$ cat config.mk
export PLATFORM = sky130hd
export DESIGN_NAME = card_config_status_registers
export DESIGN_NICKNAME = d
export VERILOG_FILES = /design/src/verilog/card_regs_pkg.sv /design/src/verilog/card_config_status_registers.sv
export SDC_FILE = /design/constraint.sdc
export NUM_CORES = 1
export LEC_CHECK = 0
export BUFFER_PORTS_ARGS = -buffer_cell sky130_fd_sc_hd__clkbuf_2
export CAP_MARGIN = 40
export CORE_MARGIN = 8
export CORE_UTILIZATION = 40
export CTS_CLUSTER_SIZE = 28
export DETAILED_ROUTE_END_ITERATION = 8
export PLACE_DENSITY = 0.61
export SLEW_MARGIN = 20
export SYNTH_ARGS = -nofsm -noshare
export SYNTH_HDL_FRONTEND = slang
export SYNTH_SLANG_ARGS = --single-unit
$ cat constraint.sdc
create_clock -name clk_i -period 5 [get_ports clk_i]
set_input_delay 0.5 -clock clk_i [delete_from_list [all_inputs] [get_ports clk_i]]
set_output_delay 0.5 -clock clk_i [all_outputs]
set_load 0.01 [all_outputs]
$ cat src/verilog/card_regs_pkg.sv
// card_regs_pkg: offsets, field positions, reset values and carrier types
// for the card configuration and status register bank.
// assumes byte accesses at even attribute-memory addresses.
package card_regs_pkg;

  // ----------------------------------------------------------------
  // register offsets from the configuration base
  // ----------------------------------------------------------------
  localparam logic [10:0] OFF_CARD_STATUS = 11'h002; // card_status_control
  localparam logic [10:0] OFF_PIN_REPL = 11'h004; // pin_replacement
  localparam logic [10:0] OFF_SOCKET_COPY = 11'h006; // socket_and_copy
  localparam logic [10:0] OFF_IO_BASE_LOW = 11'h00A; // io_window_base_low
  localparam logic [10:0] OFF_IO_BASE_HIGH = 11'h00C; // io_window_base_high
  localparam logic [10:0] OFF_IO_LIMIT = 11'h012; // io_window_limit
  localparam logic [10:0] OFF_BASE_STEP = 11'h002; // spacing of base bytes

  // ----------------------------------------------------------------
  // field positions
  // ----------------------------------------------------------------
  localparam int CS_CHANGED = 7; // change summary
  localparam int CS_SIG_EN = 6; // status_change_enable
  localparam int CS_BYTE_IO = 5; // byte_io_select
  localparam int CS_PL1_DIS = 4; // power_level1_disable
  localparam int CS_AUDIO = 3; // audio enable
  localparam int CS_PWR_DOWN = 2; // power_down_request
  localparam int CS_INT = 1; // interrupt mirror
  localparam int PR_READY_CHG = 5; // ready_change_latch
  localparam int PR_WG_CHG = 4; // write_guard_change_latch
  localparam int PR_ONES_HI = 3; // reads as one
  localparam int PR_ONES_LO = 2; // reads as one
  localparam int PR_READY_LVL = 1; // ready mirror / ready_change_mask
  localparam int PR_WG_LVL = 0; // write_guard_level / write_guard_change_mask
  localparam int SC_DRIVE = 4; // drive number

  // ----------------------------------------------------------------
  // reset and fixed values
  // ----------------------------------------------------------------
  localparam logic [7:0] BYTE_ZERO = 8'h00;
  localparam logic [15:0] MASK_ONE_BYTE = 16'h00FF;
  localparam logic [15:0] MASK_TWO_BYTES = 16'hFFFF;
  localparam logic [10:0] CFG_BASE_DEFAULT = 11'h200;
  localparam logic [5:0] CFG_INDEX_MEMORY = 6'h00; // memory-mapped mode

  // ----------------------------------------------------------------
  // carrier types
  // ----------------------------------------------------------------
  typedef struct packed {
    logic reg_n; // attribute space select, low active
    logic ce1_n; // even byte enable, low active
    logic oe_n; // read strobe, low active
    logic we_n; // write strobe, low active
    logic [10:0] addr; // byte address
    logic [7:0] data; // even byte data
  } attr_bus_type;

  typedef struct packed {
    logic hit; // access falls in the window
    logic [7:0] offset; // port offset within the window
  } io_decode_type;

endpackage

$ cat src/verilog/card_config_status_registers.sv
// card_config_status_registers: card status, pin replacement, socket/copy
// and I/O window base/limit registers behind attribute-memory byte cycles.
// assumes the host pins are asynchronous to clk_i and held stable for
// several clocks per cycle; core-side inputs are on clk_i.
//
// Contract
// - change summary is OR of change latches
// - status line low when summary and enable in I/O mode
// - byte I/O select ignored on storage profile
// - level-1 disable bit readable, resets zero
// - storage profile: level-1 disable reads zero
// - speaker passes audio only when enabled
// - power-down bit requests saving or active mode
// - ready busy until requested power state reached
// - storage profile idles down, wakes on command
// - interrupt bit mirrors request, gated by enable
// - ready level change sets ready latch
// - write guard change sets guard latch
// - pin register mirrors internal ready level
// - write guard level always reads zero
// - change latch written only under mask
// - drive number held, socket bits ignored
// - base registers little-endian, low byte first
// - base register count follows decoded lines
// - limit bits mark decoded address lines
// - limit only with base, else fixed
// - zero configuration index ignores I/O cycles
`timescale 1ns/10ps
`default_nettype none

module card_config_status_registers #(
  parameter bit STORAGE_PROFILE = 1'b0, // 1: storage card, 0: I/O card
  parameter int BASE_REGS = 2, // implemented base bytes, 1 or 2
  parameter bit LIMIT_PRESENT = 1'b1, // limit register implemented
  parameter logic [7:0] FIXED_LIMIT = 8'h07, // window size when no limit register
  parameter logic [10:0] CFG_BASE = card_regs_pkg::CFG_BASE_DEFAULT
) (
  input wire logic clk_i,
  input wire logic rst_i,
  input wire card_regs_pkg::attr_bus_type attr_i, // host attribute pins, raw
  output logic [7:0] data_o, // read data toward the host
  output logic data_oe_o, // high while driving the data pins
  input wire logic [5:0] configuration_index_i, // from option register
  input wire logic ready_level_i, // internal ready state
  input wire logic write_guard_raw_level_i, // guard level, tie low without switch
  input wire logic irq_request_i, // internal interrupt request
  input wire logic device_irq_enable_n_i, // device-control interrupt disable
  input wire logic audio_i, // audio from the function
  input wire logic power_state_i, // 1 once power-saving entered, 0 when active
  input wire logic idle_i, // storage core idle
  input wire logic command_i, // storage core received a command
  input wire logic [15:0] io_addr_i, // I/O cycle address
  output logic status_change_line_n_o, // status-change pin, low active
  output logic speaker_out_o, // gated audio
  output logic ready_o, // ready pin, low while busy
  output logic byte_io_select_o, // 8-bit I/O mode selected
  output logic power_level1_disable_o, // level-1 commands disabled
  output logic power_down_o, // power-saving request to the core
  output card_regs_pkg::io_decode_type io_decode_o // registered window decode
);
  import card_regs_pkg::*;

  // ----------------------------------------------------------------
  // pin synchroniser and strobe detection
  // ----------------------------------------------------------------
  attr_bus_type sync1; // first stage, read only by sync2
  attr_bus_type sync2; // second stage
  attr_bus_type sync3; // previous sample, for edges
  // two-flop synchroniser, then one more stage for edges
  always_ff @(posedge clk_i or posedge rst_i) begin
    if (rst_i) begin
      sync1 <= '{reg_n: 1'b1, ce1_n: 1'b1, oe_n: 1'b1, we_n: 1'b1, addr: '0, data: '0};
      sync2 <= '{reg_n: 1'b1, ce1_n: 1'b1, oe_n: 1'b1, we_n: 1'b1, addr: '0, data: '0};
      sync3 <= '{reg_n: 1'b1, ce1_n: 1'b1, oe_n: 1'b1, we_n: 1'b1, addr: '0, data: '0};
    end else begin
      sync1 <= attr_i;
      sync2 <= sync1;
      sync3 <= sync2;
    end
  end
  // address match against one register of the bank
  function automatic logic reg_hit(input logic [10:0] addr, input logic [10:0] off);
    reg_hit = (addr == CFG_BASE + off);
  endfunction
  logic attr_sel; // attribute byte cycle selected
  logic wr_stb; // one-cycle pulse at the end of a write
  logic rd_cycle; // read in progress
  logic [10:0] wr_addr; // address of the completed write
  logic [7:0] wr_data; // data of the completed write
  assign attr_sel = !sync3.reg_n && !sync3.ce1_n;
  // a write takes effect as the write strobe rises
  assign wr_stb = attr_sel && !sync3.we_n && sync2.we_n;
  assign wr_addr = sync3.addr;
  assign wr_data = sync3.data;
  assign rd_cycle = !sync2.reg_n && !sync2.ce1_n && !sync2.oe_n && sync2.we_n;

  // ----------------------------------------------------------------
  // card status and control register
  // ----------------------------------------------------------------
  logic status_change_enable; // change signalling enable
  logic byte_io_select; // 8-bit I/O request
  logic power_level1_disable; // level-1 disable
  logic audio_enable; // speaker gate
  logic power_down_request; // power-saving request
  logic power_down_prev; // request one cycle ago
  logic ready_busy; // power transition in progress
  logic changed; // change summary
  logic int_pending; // interrupt mirror
  logic io_configured; // nonzero configuration index
  logic wr_status; // write to status register
  assign wr_status = wr_stb && reg_hit(wr_addr, OFF_CARD_STATUS);
  assign io_configured = (configuration_index_i != CFG_INDEX_MEMORY);
  // host-written control bits
  always_ff @(posedge clk_i or posedge rst_i) begin
    if (rst_i) begin
      status_change_enable <= 1'b0;
      byte_io_select <= 1'b0;
      power_level1_disable <= 1'b0;
      audio_enable <= 1'b0;
      power_down_request <= 1'b0;
    end else if (wr_status) begin
      status_change_enable <= wr_data[CS_SIG_EN];
      byte_io_select <= STORAGE_PROFILE ? 1'b0 : wr_data[CS_BYTE_IO];
      power_level1_disable <= STORAGE_PROFILE ? 1'b0 : wr_data[CS_PL1_DIS];
      audio_enable <= wr_data[CS_AUDIO];
      power_down_request <= wr_data[CS_PWR_DOWN];
    end
  end
  // busy from any change of the request until the core reports the state
  always_ff @(posedge clk_i or posedge rst_i) begin
    if (rst_i) begin
      power_down_prev <= 1'b0;
      ready_busy <= 1'b0;
    end else begin
      power_down_prev <= power_down_request;
      if (power_down_request != power_down_prev) begin
        ready_busy <= 1'b1;
      end else if (power_state_i == power_down_request) begin
        ready_busy <= 1'b0;
      end
    end
  end
  // storage card drops power when idle, commands win over idle
  assign power_down_o = power_down_request || (STORAGE_PROFILE && idle_i && !command_i);
  assign int_pending = irq_request_i && !device_irq_enable_n_i;

  // ----------------------------------------------------------------
  // pin replacement register
  // ----------------------------------------------------------------
  logic ready_change_latch; // ready level changed
  logic write_guard_change_latch; // guard level changed
  logic ready_level_prev; // last ready level
  logic write_guard_prev; // last guard level
  logic wr_pin; // write to pin replacement
  assign wr_pin = wr_stb && reg_hit(wr_addr, OFF_PIN_REPL);
  assign changed = ready_change_latch || write_guard_change_latch;
  // edge history of the watched levels; reset to their idle levels so
  // that leaving reset is not mistaken for a change
  always_ff @(posedge clk_i or posedge rst_i) begin
    if (rst_i) begin
      ready_level_prev <= 1'b1;
      write_guard_prev <= 1'b0;
    end else begin
      ready_level_prev <= ready_level_i;
      write_guard_prev <= write_guard_raw_level_i;
    end
  end
  // change latches: a change in the write cycle beats a masked clear
  always_ff @(posedge clk_i or posedge rst_i) begin
    if (rst_i) begin
      ready_change_latch <= 1'b0;
      write_guard_change_latch <= 1'b0;
    end else begin
      if (ready_level_i != ready_level_prev) begin
        ready_change_latch <= 1'b1;
      end else if (wr_pin && wr_data[PR_READY_LVL]) begin
        ready_change_latch <= wr_data[PR_READY_CHG];
      end
      if (write_guard_raw_level_i != write_guard_prev) begin
        write_guard_change_latch <= 1'b1;
      end else if (wr_pin && wr_data[PR_WG_LVL]) begin
        write_guard_change_latch <= wr_data[PR_WG_CHG];
      end
    end
  end

  // ----------------------------------------------------------------
  // socket and copy register
  // ----------------------------------------------------------------
  logic drive_number; // twin-card drive number
  // only the drive number is kept; socket number and reserved bit dropped
  always_ff @(posedge clk_i or posedge rst_i) begin
    if (rst_i) begin
      drive_number <= 1'b0;
    end else if (wr_stb && reg_hit(wr_addr, OFF_SOCKET_COPY)) begin
      drive_number <= wr_data[SC_DRIVE];
    end
  end

  // ----------------------------------------------------------------
  // I/O window base and limit
  // ----------------------------------------------------------------
  logic [7:0] io_base [2]; // index 0 is the low address byte
  logic [7:0] io_limit; // marked low address lines
  logic [15:0] decode_mask; // lines the function decodes
  // one base byte per decoded address byte, the rest stay zero
  for (genvar gi = 0; gi < 2; gi++) begin : g_base
    if (gi < BASE_REGS) begin : g_impl
      always_ff @(posedge clk_i or posedge rst_i) begin
        if (rst_i) begin
          io_base[gi] <= BYTE_ZERO;
        end else if (wr_stb && reg_hit(wr_addr, OFF_IO_BASE_LOW + OFF_BASE_STEP * 11'(gi))) begin
          io_base[gi] <= wr_data;
        end
      end
    end else begin : g_absent
      assign io_base[gi] = BYTE_ZERO;
    end
  end
  if (LIMIT_PRESENT) begin : g_limit
    // host keeps the set bits contiguous from bit 0
    always_ff @(posedge clk_i or posedge rst_i) begin
      if (rst_i) begin
        io_limit <= FIXED_LIMIT;
      end else if (wr_stb && reg_hit(wr_addr, OFF_IO_LIMIT)) begin
        io_limit <= wr_data;
      end
    end
  end else begin : g_fixed
    assign io_limit = FIXED_LIMIT;
  end
  assign decode_mask = (BASE_REGS > 1) ? MASK_TWO_BYTES : MASK_ONE_BYTE;
  // window decode, registered toward the function
  always_ff @(posedge clk_i or posedge rst_i) begin
    if (rst_i) begin
      io_decode_o <= '0;
    end else begin
      io_decode_o.hit <= io_configured &&
        (((io_addr_i ^ {io_base[1], io_base[0]}) & decode_mask & ~{BYTE_ZERO, io_limit}) == '0);
      io_decode_o.offset <= io_addr_i[7:0] & io_limit;
    end
  end

  // ----------------------------------------------------------------
  // read path
  // ----------------------------------------------------------------
  logic [7:0] next_data; // read value for the addressed register
  logic addr_mapped; // address belongs to the bank
  // read mux; unmapped addresses leave the pins undriven
  always_comb begin
    next_data = BYTE_ZERO;
    addr_mapped = 1'b1;
    if (reg_hit(sync2.addr, OFF_CARD_STATUS)) begin
      next_data[CS_CHANGED] = changed;
      next_data[CS_SIG_EN] = status_change_enable;
      next_data[CS_BYTE_IO] = byte_io_select;
      next_data[CS_PL1_DIS] = power_level1_disable;
      next_data[CS_AUDIO] = audio_enable;
      next_data[CS_PWR_DOWN] = power_down_request;
      next_data[CS_INT] = int_pending;
    end else if (reg_hit(sync2.addr, OFF_PIN_REPL)) begin
      next_data[PR_READY_CHG] = ready_change_latch;
      next_data[PR_WG_CHG] = write_guard_change_latch;
      next_data[PR_ONES_HI] = 1'b1;
      next_data[PR_ONES_LO] = 1'b1;
      next_data[PR_READY_LVL] = ready_level_i;
      next_data[PR_WG_LVL] = 1'b0;
    end else if (reg_hit(sync2.addr, OFF_SOCKET_COPY)) begin
      next_data[SC_DRIVE] = drive_number;
    end else if (reg_hit(sync2.addr, OFF_IO_BASE_LOW)) begin
      next_data = io_base[0];
    end else if (reg_hit(sync2.addr, OFF_IO_BASE_HIGH)) begin
      next_data = io_base[1];
    end else if (reg_hit(sync2.addr, OFF_IO_LIMIT)) begin
      next_data = io_limit;
    end else begin
      addr_mapped = 1'b0;
    end
  end
  // registered read data and enable
  always_ff @(posedge clk_i or posedge rst_i) begin
    if (rst_i) begin
      data_o <= BYTE_ZERO;
      data_oe_o <= 1'b0;
    end else begin
      data_o <= next_data;
      data_oe_o <= rd_cycle && addr_mapped;
    end
  end

  // ----------------------------------------------------------------
  // pin-facing outputs
  // ----------------------------------------------------------------
  // status-change pin, high unless signalling in I/O mode
  always_ff @(posedge clk_i or posedge rst_i) begin
    if (rst_i) begin
      status_change_line_n_o <= 1'b1;
      speaker_out_o <= 1'b0;
      ready_o <= 1'b0;
    end else begin
      status_change_line_n_o <= !(io_configured && changed && status_change_enable);
      speaker_out_o <= io_configured && audio_enable && audio_i;
      ready_o <= ready_level_i && !ready_busy;
    end
  end
  assign byte_io_select_o = byte_io_select;
  assign power_level1_disable_o = power_level1_disable;
endmodule

`default_nettype wire

==> out/summary.txt <==
Crit start category: flip-flop
Final period utilization: 45.90%
Total number of vias: 2796
Status: completed
Final Wtd Congestion: 0.8333
CP Class: reg -> reg
Clk_lat worst skew: 410 ps
Area grow syn2layout: 25.68%
RR Startpoint: sync2[10]
Top layer in use: met4
CP arrival: 2600 ps
Met2 Wirelength: 4.611 mm
Worst Hold Launch: attr_i[20]
Wl on met1: 4.181 mm
Clock Skew: 5.518 ps
Biggest area consumer among synthesized cells: dfrtp_1
Worst slew margin: 46.59%
Synth area leaders: dfrtp_1 (60%), dfstp_2 (9.3%), mux2_2 (7.7%), xnor2_1 (1.7%), xor2_1 (1.7%)
IO Count: 79
Synth warn: 0
Register share of total power: 44.8%
Area of the core: 11220 sq um
Mapped Area: 4537 sq um
Worst r2r path cells: 4
Total power: 2.389 mW
Power Density: 418.9 nW/um^2
Crit-path max FO: 15
Die Ht: 122.5 microns
Comb pwr share: 3.3%
Initial antenna violation count: 0
Max Cap Viol: 0
Die Wd: 122.5 microns
Internal cell power: 1.900 mW
Hold Crit Class: in -> reg
Post-DRT Antenna Nets: 0
Clock transition at path regs: 60 ps
Share of cells above drive strength 1: 41.83%
Drt pass-1 iters: 4
Sequential-to-total area share from yosys stat: 69.39%
Final setup fails: 0
DRC errors left: 0
Fin Setup TNS: 0 ps
ANT cells: 0
Pre-CTS setup slack: 2687 ps
RSZ-0062 raised after global routing: no
Max Freq: 435.7 MHz
Clock Tree Buf Depth: 2
Worst vdd ir: 0.0001771 V
Clock power share: 51.9%
Post-layout nets: 446
Post-CTS Resized: 0
Hold Path Stages: 1
Pin count of the biggest net entering global routing: 70
Hold slack final: 170.5 ps
Synth Instances: 301
Leakage: 2.715 nW
Number of enable flip-flop cells after synthesis: 0
Avg Cell Area, Syn: 15.07 sq um
Met3 WL: 763 microns
DIE AREA: 15010 sq um
DR WL/cell: 17.77 microns
DRT Wirelength: 9.719 mm
Sw Share: 20.48%
Row cnt: 39
Psw: 0.4891 mW
CTS root buf: clkbuf_16
CTS Hold Bufs: 0
Crit path capture type: flip-flop
TritonCTS Sinks: 125
Iter 0 DRT Violations: 155
Post-synth top cells: dfrtp_1 (109), mux2_2 (31), dfstp_2 (16), and2_1 (10)
CP Data Required Time: 5300 ps
Final hold vios: 0
Yosys top cell area share: 60.12%
Worst-margin pin slew: 799.5 ps
GRT Residual Overflow: 0
#FFs+latches synth: 125
IO Port Bufs: 76
CTS tree: built
Tmin final: 2295 ps
Flop-to-flop setup slack: 2700 ps
Ys async rst share: 100.0%
Distinct cells, synth: 56
Initial core utilization: 40.42%
Tot GR Track Use: 14.09%
Vias/cell: 5.112
FF-to-FF End: data_o[1]
Slew Viols, Final: 0
Ys flop type: dfrtp_1
Synthesized net count: 356
CTS Buf Count: 17
H-tree depth: 4
First-pass GRT wire length: 15.77 mm
Hold EP: sync1[20]
Final WS setup: 2705 ps
Most common cell in the netlist: dfrtp_1
Vias in the first global route: 3044
Setup bufs post-CTS: 0
Post-DP HPWL: 6.835 mm
[sequential cells by signal, indices dropped and copies added (netlist names), 3 cells and up]
name         cells
io_decode_o      9
data_o           8
sync3            3
io_base         16
sync1           23
wr_data          8
sync2           23
wr_addr         11
io_limit         8
[per-stage QoR]
step	instance area, sq um	instances	utilization (%)
floorplan	4537	301	-
global placement	5064	514	45.12
detailed placement	5064	514	45.12
CTS	5674	546	50.56
global route	5702	547	50.80
finish	5702	547	50.80
[layout by cell type, fill, tap and decap left out, types with 2 or more instances in the layout]
master,n
o2bb2ai_1,2
a22o_1,3
nand2b_1,2
clkinvlp_4,4
xnor2_1,9
a21o_1,2
clkinv_2,4
bufinv_16,3
a21oi_1,9
clkbuf_2,76
clkbuf_8,3
xor2_1,9
o22ai_1,4
inv_1,3
a31o_2,4
a22oi_1,5
mux2_2,31
o2111ai_1,2
dfrtp_1,109
nor3_1,4
nor4_1,5
o21ai_0,9
clkbuf_16,17
nand2_1,5
nor2b_1,6
and2_1,10
and3_1,2
a2bb2oi_1,2
nand3_1,4
dfstp_2,16
nand4_2,2
and3b_1,2
nor3b_1,3
nor2_1,5
[critical path: stages (launching register included)]
cell,delay [ps]
dfrtp_1,640
nor2b_1,710
a21oi_1,140
or4_1,410
a221oi_1,290
[cells by family after synthesis]
family          count (synthesis)  share of synthesized area, %
flops                         125                         69.39
simple gates                   65                         10.34
compound gates                 50                         7.612
mux                            32                         7.915
xor+xnor                       18                         3.475
buf+inv                        11                         1.268
[power groups by stage]
stage / clock (mW) / combinational, mW / sequential (mW)
6_report: 1.24 / 0.0797 / 1.07
5_1_grt: 1.31 / 0.0897 / 1.07
4_1_cts: 1.26 / 0.0793 / 1.07
3_5_place_dp: 0 / 0.0789 / 1.09
3_3_place_gp: 0 / 0.0775 / 1.09
2_1_floorplan: 0 / 0.0463 / 1.08
[routing by layer]
layer	vias up	global-route usage [%]
met5	-	0
met4	0	6.778
met3	16	4.922
met2	94	21.35
met1	1420	17.75
li1	1266	-
[worst max path at each step]
stage,endpoint,from,depth (start not counted),slack (ps)
2_1_floorplan,audio_enable,rst_i,1,1200
3_3_place_gp,data_o[1],sync2[10],4,2800
3_5_place_dp,data_o[1],sync2[10],4,2690
4_1_cts,data_o[1],sync2[10],4,2680
5_1_grt,data_o[1],sync2[10],4,2530
6_report,data_o[1],sync2[10],4,2700
[layout make-up]
type                            instances  area (sq um)
Fill cell                             984          5522
Sequential cell                       125          3148
Inverter                                4         17.52
Tap cell                              143         178.9
Timing Repair Buffer                   78         415.4
Clock inverter                         11         140.1
Multi-Input combinational cell        165          1331
Clock buffer                           21         470.5
No activity file was read; power rests on OpenSTA's default activity.
